[src/shared/fwsp_pkg.sv]
/*
  constants, field layouts and carrier types of the four-wire serial port.
  assumes a single 20 MHz system clock and byte-wide registers on 32-bit words.
*/
package fwsp_pkg;

  // ==========================================================
  // register map
  localparam logic [3:0] OFS_CONTROL_0   = 4'h0;
  localparam logic [3:0] OFS_CONTROL_1   = 4'h4;
  localparam logic [3:0] OFS_DATA_BUFFER = 4'h8;

  localparam logic [7:0] CONTROL_0_RESET   = 8'he0;
  localparam logic [7:0] CONTROL_1_RESET   = 8'h00;
  localparam logic [7:0] DATA_BUFFER_RESET = 8'h00;

  // ==========================================================
  // field positions
  localparam int SEL_LSB      = 5;
  localparam int ENABLE_BIT   = 1;
  localparam int POL_BIT      = 5;
  localparam int EDGE_BIT     = 4;
  localparam int ORDER_BIT    = 3;
  localparam int SELEN_BIT    = 2;
  localparam int WCOL_BIT     = 1;
  localparam int DONE_BIT     = 0;

  // ==========================================================
  // clock source codes
  localparam logic [2:0] SRC_DIV4   = 3'h0;
  localparam logic [2:0] SRC_DIV16  = 3'h1;
  localparam logic [2:0] SRC_DIV64  = 3'h2;
  localparam logic [2:0] SRC_SUB    = 3'h3;
  localparam logic [2:0] SRC_TIMER  = 3'h4;
  localparam logic [2:0] SRC_SLAVE  = 3'h5;

  // ==========================================================
  // timing: serial clock half periods in system cycles
  localparam int          SYS_CLK_HZ   = 20000000;
  localparam logic [5:0]  HALF_DIV4    = 6'h02;
  localparam logic [5:0]  HALF_DIV16   = 6'h08;
  localparam logic [5:0]  HALF_DIV64   = 6'h20;
  localparam logic [4:0]  EDGES_PER_XFER = 5'h10;

  localparam logic [1:0]  RESP_OKAY    = 2'h0;
  localparam logic [1:0]  RESP_SLVERR  = 2'h2;

  // ==========================================================
  // carriers
  typedef struct packed {
    logic [2:0] clock_source_select;
    logic       port_enable_bit;
  } fwsp_ctl0_t;

  typedef struct packed {
    logic clock_idle_polarity;
    logic clock_edge_select;
    logic bit_order_select;
    logic select_pin_enable;
    logic write_collision_flag;
    logic transfer_done_flag;
  } fwsp_ctl1_t;

endpackage

[src/rtl/fwsp_top.sv]
/*
  four-wire serial port: control/data registers on AXI4-Lite, master and slave engine.
  assumes pins synchronous to clk; the pad layer resolves the active-low enables.
*/
// Implementation choices: register access over AXI4-Lite and the address map.
`timescale 1ns/1ns
module fwsp_top #(
  parameter bit CFG_PORT_FUNC = 1'b1,
  parameter bit CFG_SEL_PIN   = 1'b1,
  parameter bit CFG_WCOL      = 1'b1
) (
  input  wire logic        clk,
  input  wire logic        rst_n,
  input  wire logic [3:0]  s_axi_awaddr,
  input  wire logic        s_axi_awvalid,
  output logic             s_axi_awready,
  input  wire logic [31:0] s_axi_wdata,
  input  wire logic [3:0]  s_axi_wstrb,
  input  wire logic        s_axi_wvalid,
  output logic             s_axi_wready,
  output logic [1:0]       s_axi_bresp,
  output logic             s_axi_bvalid,
  input  wire logic        s_axi_bready,
  input  wire logic [3:0]  s_axi_araddr,
  input  wire logic        s_axi_arvalid,
  output logic             s_axi_arready,
  output logic [31:0]      s_axi_rdata,
  output logic [1:0]       s_axi_rresp,
  output logic             s_axi_rvalid,
  input  wire logic        s_axi_rready,
  input  wire logic        sub_clock_tick,
  input  wire logic        timer_period_match,
  input  wire logic        serial_input_line,
  output logic             serial_output_line,
  output logic             serial_output_oe_n,
  input  wire logic        serial_clock_in,
  output logic             serial_clock_out,
  output logic             serial_clock_oe_n,
  input  wire logic        slave_select_in_n,
  output logic             slave_select_out_n,
  output logic             slave_select_oe_n
);

  // ==========================================================
  // registers
  fwsp_pkg::fwsp_ctl0_t ctl0_r;
  fwsp_pkg::fwsp_ctl1_t ctl1_r;
  logic [7:0]           data_r;
  logic [7:0]           tx_sh_r;
  logic [7:0]           rx_sh_r;
  logic [4:0]           edge_cnt_r;
  logic                 m_busy_r;
  logic                 sck_r;
  logic                 sck_in_d_r;
  logic                 aw_ok_r;
  logic                 w_ok_r;
  logic [3:0]           aw_addr_r;
  logic [7:0]           w_byte_r;
  logic                 w_lane_r;
  logic                 bvalid_r;
  logic [1:0]           bresp_r;
  logic                 rvalid_r;
  logic [7:0]           rdata_r;
  logic [1:0]           rresp_r;

  // ==========================================================
  // bus decode
  logic       aw_take;
  logic       w_take;
  logic       do_wr;
  logic       wr_ctl0;
  logic       wr_ctl1;
  logic       wr_data;
  logic       wr_hit;
  logic       ar_take;
  logic       rd_hit;
  logic [7:0] ctl0_rd;
  logic [7:0] ctl1_rd;
  logic [7:0] rd_mux;

  assign s_axi_awready = !aw_ok_r && !bvalid_r;
  assign s_axi_wready  = !w_ok_r && !bvalid_r;
  assign aw_take       = s_axi_awvalid && s_axi_awready;
  assign w_take        = s_axi_wvalid && s_axi_wready;
  assign do_wr         = aw_ok_r && w_ok_r && !bvalid_r;
  assign wr_hit        = (aw_addr_r == fwsp_pkg::OFS_CONTROL_0) ||
                         (aw_addr_r == fwsp_pkg::OFS_CONTROL_1) ||
                         (aw_addr_r == fwsp_pkg::OFS_DATA_BUFFER);
  assign wr_ctl0       = do_wr && w_lane_r && (aw_addr_r == fwsp_pkg::OFS_CONTROL_0);
  assign wr_ctl1       = do_wr && w_lane_r && (aw_addr_r == fwsp_pkg::OFS_CONTROL_1);
  assign wr_data       = do_wr && w_lane_r && (aw_addr_r == fwsp_pkg::OFS_DATA_BUFFER);

  assign s_axi_arready = !rvalid_r;
  assign ar_take       = s_axi_arvalid && s_axi_arready;
  assign rd_hit        = (s_axi_araddr == fwsp_pkg::OFS_CONTROL_0) ||
                         (s_axi_araddr == fwsp_pkg::OFS_CONTROL_1) ||
                         (s_axi_araddr == fwsp_pkg::OFS_DATA_BUFFER);
  assign ctl0_rd       = {ctl0_r.clock_source_select, 3'h0,
                          ctl0_r.port_enable_bit, 1'b0};
  assign ctl1_rd       = {2'h0, ctl1_r};
  assign rd_mux        = (s_axi_araddr == fwsp_pkg::OFS_CONTROL_0) ? ctl0_rd :
                         (s_axi_araddr == fwsp_pkg::OFS_CONTROL_1) ? ctl1_rd :
                         (s_axi_araddr == fwsp_pkg::OFS_DATA_BUFFER) ? data_r : 8'h00;

  assign s_axi_bvalid = bvalid_r;
  assign s_axi_bresp  = bresp_r;
  assign s_axi_rvalid = rvalid_r;
  assign s_axi_rresp  = rresp_r;
  assign s_axi_rdata  = {24'h000000, rdata_r};

  // ==========================================================
  // mode decode
  logic       en;
  logic       is_master;
  logic       is_slave;
  logic       sel_en;
  logic       selected;
  logic       idle_lvl;
  logic       busy;
  logic       m_start;
  logic       half_tick;
  logic       s_edge;
  logic       sck_edge;
  logic       lead;
  logic       capture;
  logic       last_edge;
  logic       tx_bit;
  logic [7:0] rx_shifted;
  logic [7:0] tx_shifted;

  // the enable bit is void unless the pins are given to the port
  assign en        = CFG_PORT_FUNC && ctl0_r.port_enable_bit;
  assign is_master = en && (ctl0_r.clock_source_select < fwsp_pkg::SRC_SLAVE);
  assign is_slave  = en && (ctl0_r.clock_source_select == fwsp_pkg::SRC_SLAVE);
  assign sel_en    = CFG_SEL_PIN && ctl1_r.select_pin_enable;
  assign selected  = sel_en ? !slave_select_in_n : 1'b1;
  assign idle_lvl  = !ctl1_r.clock_idle_polarity;
  assign busy      = m_busy_r || (edge_cnt_r != 5'h00);
  assign m_start   = wr_data && is_master && !busy;

  fwsp_rate_gen u_rate (
    .clk                (clk),
    .rst_n              (rst_n),
    .run                (m_busy_r && is_master),
    .src                (ctl0_r.clock_source_select),
    .sub_clock_tick     (sub_clock_tick),
    .timer_period_match (timer_period_match),
    .half_tick          (half_tick)
  );

  // slave edges only count while selected; idle-mode has no effect here
  assign s_edge    = is_slave && selected && (serial_clock_in != sck_in_d_r);
  assign sck_edge  = (m_busy_r && is_master && half_tick) || s_edge;
  // even edge numbers leave the idle level, odd ones return to it
  assign lead      = !edge_cnt_r[0];
  // the edge bit alone says leading or trailing for either polarity
  assign capture   = (lead == ctl1_r.clock_edge_select);
  assign last_edge = sck_edge && (edge_cnt_r == fwsp_pkg::EDGES_PER_XFER - 5'h01);
  assign tx_bit    = ctl1_r.bit_order_select ? tx_sh_r[7] : tx_sh_r[0];
  assign rx_shifted = ctl1_r.bit_order_select ? {rx_sh_r[6:0], serial_input_line} :
                                                {serial_input_line, rx_sh_r[7:1]};
  assign tx_shifted = ctl1_r.bit_order_select ? {tx_sh_r[6:0], 1'b0} :
                                                {1'b0, tx_sh_r[7:1]};

  // ==========================================================
  // pins
  assign serial_clock_out   = sck_r;
  assign serial_clock_oe_n  = !is_master;
  assign serial_output_line = tx_bit;
  assign serial_output_oe_n = !(is_master || (is_slave && selected));
  // select line floats unless enabled in master mode; master pulls it low for the frame
  assign slave_select_out_n = !m_busy_r;
  assign slave_select_oe_n  = !(is_master && sel_en);

  // ==========================================================
  // next values
  logic [7:0]           data_nxt;
  fwsp_pkg::fwsp_ctl1_t ctl1_nxt;
  logic                 done_set;
  logic                 wcol_set;

  assign done_set = last_edge;
  assign wcol_set = CFG_WCOL && wr_data && busy;
  assign data_nxt = last_edge ? (capture ? rx_shifted : rx_sh_r) :
                    (wr_data && !busy) ? w_byte_r : data_r;

  always_comb begin
    ctl1_nxt = ctl1_r;
    if (wr_ctl1) begin
      ctl1_nxt.clock_idle_polarity  = w_byte_r[fwsp_pkg::POL_BIT];
      ctl1_nxt.clock_edge_select    = w_byte_r[fwsp_pkg::EDGE_BIT];
      ctl1_nxt.bit_order_select     = w_byte_r[fwsp_pkg::ORDER_BIT];
      ctl1_nxt.select_pin_enable    = CFG_SEL_PIN && w_byte_r[fwsp_pkg::SELEN_BIT];
      ctl1_nxt.write_collision_flag = CFG_WCOL && w_byte_r[fwsp_pkg::WCOL_BIT];
      ctl1_nxt.transfer_done_flag   = w_byte_r[fwsp_pkg::DONE_BIT];
    end
    // hardware set wins over a software clear in the same cycle
    if (wcol_set) begin
      ctl1_nxt.write_collision_flag = 1'b1;
    end
    if (done_set) begin
      ctl1_nxt.transfer_done_flag = 1'b1;
    end
  end

  // ==========================================================
  // bus slave
  always_ff @(posedge clk) begin
    if (!rst_n) begin
      aw_ok_r   <= 1'b0;
      w_ok_r    <= 1'b0;
      aw_addr_r <= 4'h0;
      w_byte_r  <= 8'h00;
      w_lane_r  <= 1'b0;
      bvalid_r  <= 1'b0;
      bresp_r   <= fwsp_pkg::RESP_OKAY;
    end else begin
      if (aw_take) begin
        aw_ok_r   <= 1'b1;
        aw_addr_r <= s_axi_awaddr;
      end
      if (w_take) begin
        w_ok_r   <= 1'b1;
        w_byte_r <= s_axi_wdata[7:0];
        w_lane_r <= s_axi_wstrb[0];
      end
      if (do_wr) begin
        aw_ok_r  <= 1'b0;
        w_ok_r   <= 1'b0;
        bvalid_r <= 1'b1;
        bresp_r  <= wr_hit ? fwsp_pkg::RESP_OKAY : fwsp_pkg::RESP_SLVERR;
      end else if (bvalid_r && s_axi_bready) begin
        bvalid_r <= 1'b0;
      end
    end
  end

  always_ff @(posedge clk) begin
    if (!rst_n) begin
      rvalid_r <= 1'b0;
      rdata_r  <= 8'h00;
      rresp_r  <= fwsp_pkg::RESP_OKAY;
    end else if (ar_take) begin
      rvalid_r <= 1'b1;
      rdata_r  <= rd_mux;
      rresp_r  <= rd_hit ? fwsp_pkg::RESP_OKAY : fwsp_pkg::RESP_SLVERR;
    end else if (rvalid_r && s_axi_rready) begin
      rvalid_r <= 1'b0;
    end
  end

  // ==========================================================
  // control registers
  always_ff @(posedge clk) begin
    if (!rst_n) begin
      ctl0_r <= '{clock_source_select: fwsp_pkg::CONTROL_0_RESET[7:5],
                  port_enable_bit:     fwsp_pkg::CONTROL_0_RESET[1]};
      ctl1_r <= fwsp_pkg::CONTROL_1_RESET[5:0];
      data_r <= fwsp_pkg::DATA_BUFFER_RESET;
    end else begin
      if (wr_ctl0) begin
        ctl0_r.clock_source_select <= w_byte_r[7:fwsp_pkg::SEL_LSB];
        ctl0_r.port_enable_bit     <= w_byte_r[fwsp_pkg::ENABLE_BIT];
      end
      ctl1_r <= ctl1_nxt;
      data_r <= data_nxt;
    end
  end

  // ==========================================================
  // shift engine
  always_ff @(posedge clk) begin
    if (!rst_n) begin
      tx_sh_r    <= 8'h00;
      rx_sh_r    <= 8'h00;
      edge_cnt_r <= 5'h00;
      m_busy_r   <= 1'b0;
      sck_r      <= 1'b1;
      sck_in_d_r <= 1'b1;
    end else begin
      sck_in_d_r <= serial_clock_in;
      if (!en || (is_slave && !selected)) begin
        // dropping enable or select aborts the byte without setting done
        edge_cnt_r <= 5'h00;
        m_busy_r   <= 1'b0;
        sck_r      <= idle_lvl;
        tx_sh_r    <= data_r;
      end else if (m_start) begin
        tx_sh_r  <= w_byte_r;
        m_busy_r <= 1'b1;
      end else if (sck_edge) begin
        if (capture) begin
          rx_sh_r <= rx_shifted;
        end else if (edge_cnt_r != 5'h00) begin
          tx_sh_r <= tx_shifted;
        end
        if (is_master) begin
          sck_r <= !sck_r;
        end
        if (last_edge) begin
          edge_cnt_r <= 5'h00;
          m_busy_r   <= 1'b0;
        end else begin
          edge_cnt_r <= edge_cnt_r + 5'h01;
        end
      end else if (!busy) begin
        sck_r   <= idle_lvl;
        tx_sh_r <= data_r;
      end
    end
  end
endmodule

[src/rtl/fwsp_rate_gen.sv]
/*
  master serial clock rate generator: one-cycle pulse per clock half period.
  assumes sub clock and timer match inputs are one-cycle pulses on clk.
*/
`timescale 1ns/1ns
module fwsp_rate_gen (
  input  wire logic       clk,
  input  wire logic       rst_n,
  input  wire logic       run,
  input  wire logic [2:0] src,
  input  wire logic       sub_clock_tick,
  input  wire logic       timer_period_match,
  output logic            half_tick
);

  logic [5:0] cnt_r;
  logic [5:0] cnt_nxt;
  logic [5:0] half_len;
  logic       div_tick;

  // ==========================================================
  // divider select
  assign half_len = (src == fwsp_pkg::SRC_DIV4)  ? fwsp_pkg::HALF_DIV4 :
                    (src == fwsp_pkg::SRC_DIV16) ? fwsp_pkg::HALF_DIV16 :
                                                   fwsp_pkg::HALF_DIV64;
  assign div_tick = run && (cnt_r == half_len - 6'h01);
  assign cnt_nxt  = (!run || div_tick) ? 6'h00 : cnt_r + 6'h01;

  // timer match toggles the line, so the clock runs at half the match rate
  assign half_tick = !run ? 1'b0 :
                     (src == fwsp_pkg::SRC_SUB)   ? sub_clock_tick :
                     (src == fwsp_pkg::SRC_TIMER) ? timer_period_match :
                     div_tick;

  always_ff @(posedge clk) begin
    if (!rst_n) begin
      cnt_r <= 6'h00;
    end else begin
      cnt_r <= cnt_nxt;
    end
  end

endmodule

[config.mk]
export PLATFORM = sky130hd
export DESIGN_NAME = fwsp_top
export DESIGN_NICKNAME = d
export VERILOG_FILES = /design/src/shared/fwsp_pkg.sv /design/src/rtl/fwsp_top.sv /design/src/rtl/fwsp_rate_gen.sv
export SDC_FILE = /design/constraint.sdc
export NUM_CORES = 1
export LEC_CHECK = 0
export BUFFER_PORTS_ARGS = -buffer_cell sky130_fd_sc_hd__buf_2
export CAP_MARGIN = 20
export CORE_MARGIN = 2
export CORE_UTILIZATION = 33
export CTS_CLUSTER_DIAMETER = 200
export DETAILED_ROUTE_END_ITERATION = 7
export PLACE_DENSITY = 0.56
export SYNTH_ARGS = -nofsm -noshare
export SYNTH_HDL_FRONTEND = slang
export SYNTH_SLANG_ARGS = --single-unit
[constraint.sdc]
create_clock -name clk -period 4.2 [get_ports clk]
set_input_delay 0.42 -clock clk [delete_from_list [all_inputs] [get_ports clk]]
set_output_delay 0.42 -clock clk [all_outputs]
set_load 0.1 [all_outputs]
==> metrics.txt <==
status complete, no violations; DR DRC count 0; worst path arrival time 3.11 ns; WHS Endpoint s_axi_rvalid; Fillers 1,201; Period Utilization, post-route 69.2%; n_diodes 0; CTS Buffer Depth 2; Netlist cell types 62; Mapped Avg Cell Area 8.22 um2; chip width 114 um; die height 114 um; layout net count 577; final WL 9940 um; WHS 0.266 ns; Pins Over Slew Limit 0; Mapped Cells 484; hold path depth 2; initial antenna violation count 0; total CTS buffers 9; port bufs 49; sequential-to-total area share from yosys stat 37.7%; 1st-iter DRT viols 204; largest family of logic cells by synthesized area compound AO/OA/AOI/OAI gates; pin count of the biggest net entering global routing 51; asr flop ratio synth 0%; final setup vio count 0; Worst Skew 0.00863 ns; worst-margin pin slew 0.995 ns; Worst-Skew Late Latency 0.34 ns; CTS Sinks 75; CTS resizes 0; die area 13,000 um2; RSZ-0062 raised after global routing no; worst-path fanout max 10; XOR/XNOR share of the synthesized area 1.32%; synth warn 0; htree depth 3; Reg2Reg Capture Point tx_sh_r[6]; CTS tree yes; Slew HR 33.7%; Synth Area in Compound Gates 21.6%; Worst Setup End Kind flop; FF+latch count, synth 75; reg2reg path depth 7; vias per cell 5.17; Final Hold Vio Count 0; PD cells 382 nW/um2; maxcap violations 0; hold_buf cts 0; Core Footprint 11,900 um2; Worst Path Class, Setup reg2reg; share of cells above drive strength 1 17.0%; Simple-Gate Fraction of Synth Area 18.5%; Multi-input gate area 2210 um2; hold path startpoint s_axi_rready; final worst slack 1.29 ns; Core Rows 40; worst min-delay path class in2reg; mux cell area share after synthesis 10.7%; boundary pin count 103; final RePlAce weighted congestion 0.866; crit path launch type flop; FMAX 344 MHz; Clock Root Buffer clkbuf_16; Avg WL per Cell 14.8 um; Pleak 0.00164 uW; antenna-violating nets left 0; CP required 4.40 ns; Post-CTS Setup Inserts 0; Reg area 1500 um2; Post-synth EDFFs 0; final global-route overflow total 0; GRT Util Overall 15.5%; post-synthesis cell area 3980 um2; IR Drop Worst-Case VDD 0.000188 V; post-layout min period 2.91 ns; P&R area growth vs syn 13.2%; Worst-path clk slew 0.06 ns; via count 3,464; setup_tns 0 ns; vias in the first global route 3,108; R2R Path Start edge_cnt_r[0]; HPWL after DPL 6950 um; adder-cell share of the synthesized area 0.943%; First-pass DRT Iterations 5; Most used DFF post-synth dfxtp_1; worst reg-to-reg setup slack 1.29 ns; total power draw 1720 uW; Initial Util 33.4%; DP Worst Slack 1.36 ns; first-pass GRT wire length 15,800 um
[cells in the mapped netlist (5+ instances only)]
cell type / n / area (um2)
mux2i_1: 28 / 280
dfxtp_1: 75 / 1500
a22oi_1: 9 / 67.6
a31oi_1: 5 / 31.3
buf_4: 26 / 195
o21ai_0: 29 / 145
clkbuf_1: 22 / 82.6
buf_2: 5 / 25.0
nor3_1: 7 / 35.0
a211oi_1: 8 / 60.1
inv_1: 14 / 52.6
nand2_1: 74 / 278
nand3_1: 8 / 40.0
nor2_1: 39 / 146
a21oi_1: 36 / 180
mux2_2: 12 / 135
[worst max-delay path by stage]
stage / from / to / depth (start not counted)
final: edge_cnt_r[0] / tx_sh_r[6] / 7
after global routing: edge_cnt_r[0] / tx_sh_r[6] / 7
after CTS: edge_cnt_r[0] / tx_sh_r[6] / 7
after detailed placement: edge_cnt_r[0] / tx_sh_r[6] / 7
after global placement: edge_cnt_r[0] / tx_sh_r[6] / 7
after floorplan: s_axi_bvalid / aw_addr_r[0] / 5
[worst max-delay path, cell delays in order (launching register included)]
cell and delay, ns:
dfxtp_1 0.34, inv_1 0.12, ha_1 0.17, or4b_4 0.50, or3b_1 0.41, or4_1 0.65, a311o_1 0.45, o2bb2ai_1 0.13
[per-layer routing]
metal	up-vias	wire, um	track usage, %
met5	-	0	0
met2	102	4610	24.4
met1	1617	4550	20.1
li1	1726	-	-
met4	0	292	7.97
met3	19	480	3.19
[stage by stage]
step | instance area (um2) | instances | util (%)
after CTS | 4500 | 669 | 37.8
after detailed placement | 4210 | 653 | 35.3
after floorplan | 4070 | 509 | -
after global routing | 4510 | 670 | 37.8
after global placement | 4210 | 653 | 35.3
final | 4510 | 670 | 37.8
[state kept, by name, summed over array words and instances, names as in the netlist, 3 cells and up]
signal,count
tx_sh_r,8
edge_cnt_r,5
ctl0_r,3
ctl1_r,5
rx_sh_r,8
rdata_r,8
u_rate.cnt_r,6
aw_addr_r,4
w_byte_r,8
data_r,8
[layout by cell type, fill, tap and decap left out, types with 5 or more instances in the layout]
master and instances:
dfxtp_1 75, nand2_1 74, buf_2 49, nor2_1 39
a21oi_1 36, o21ai_0 29, mux2i_1 28, conb_1 26
inv_1 14, mux2_2 12, a22oi_1 9, clkbuf_16 9
nand3_1 8, a211oi_1 8, nor3_1 7, a31oi_1 5
[report_power, final]
group	switching [uW]	total, uW	leakage (uW)	internal (uW)
logic	189	221	0.000893	32.1
registers	17.4	743	0.000608	726
clock network	296	757	0.000137	461
[logic make-up after synthesis]
| family | Yosys count |
|---|---|
| AND/OR/NAND/NOR | 160 |
| AO/OA/AOI/OAI | 129 |
| flip-flops | 75 |
| buffers and inverters | 69 |
| multiplexers | 41 |
| XOR/XNOR | 6 |
| adder cells (fa/ha/maj) | 3 |
| other | 1 |
[cell type report]
class | instances | area share [%]
Clock inverter | 4 | 1.14
Clock buffer | 12 | 5.25
Timing Repair Buffer | 52 | 5.94
Inverter | 15 | 1.25
Sequential cell | 75 | 33.3
Tap cell | 147 | 4.08
Multi-Input combinational cell | 365 | 49.0
Power figures use the tool's default switching activity.
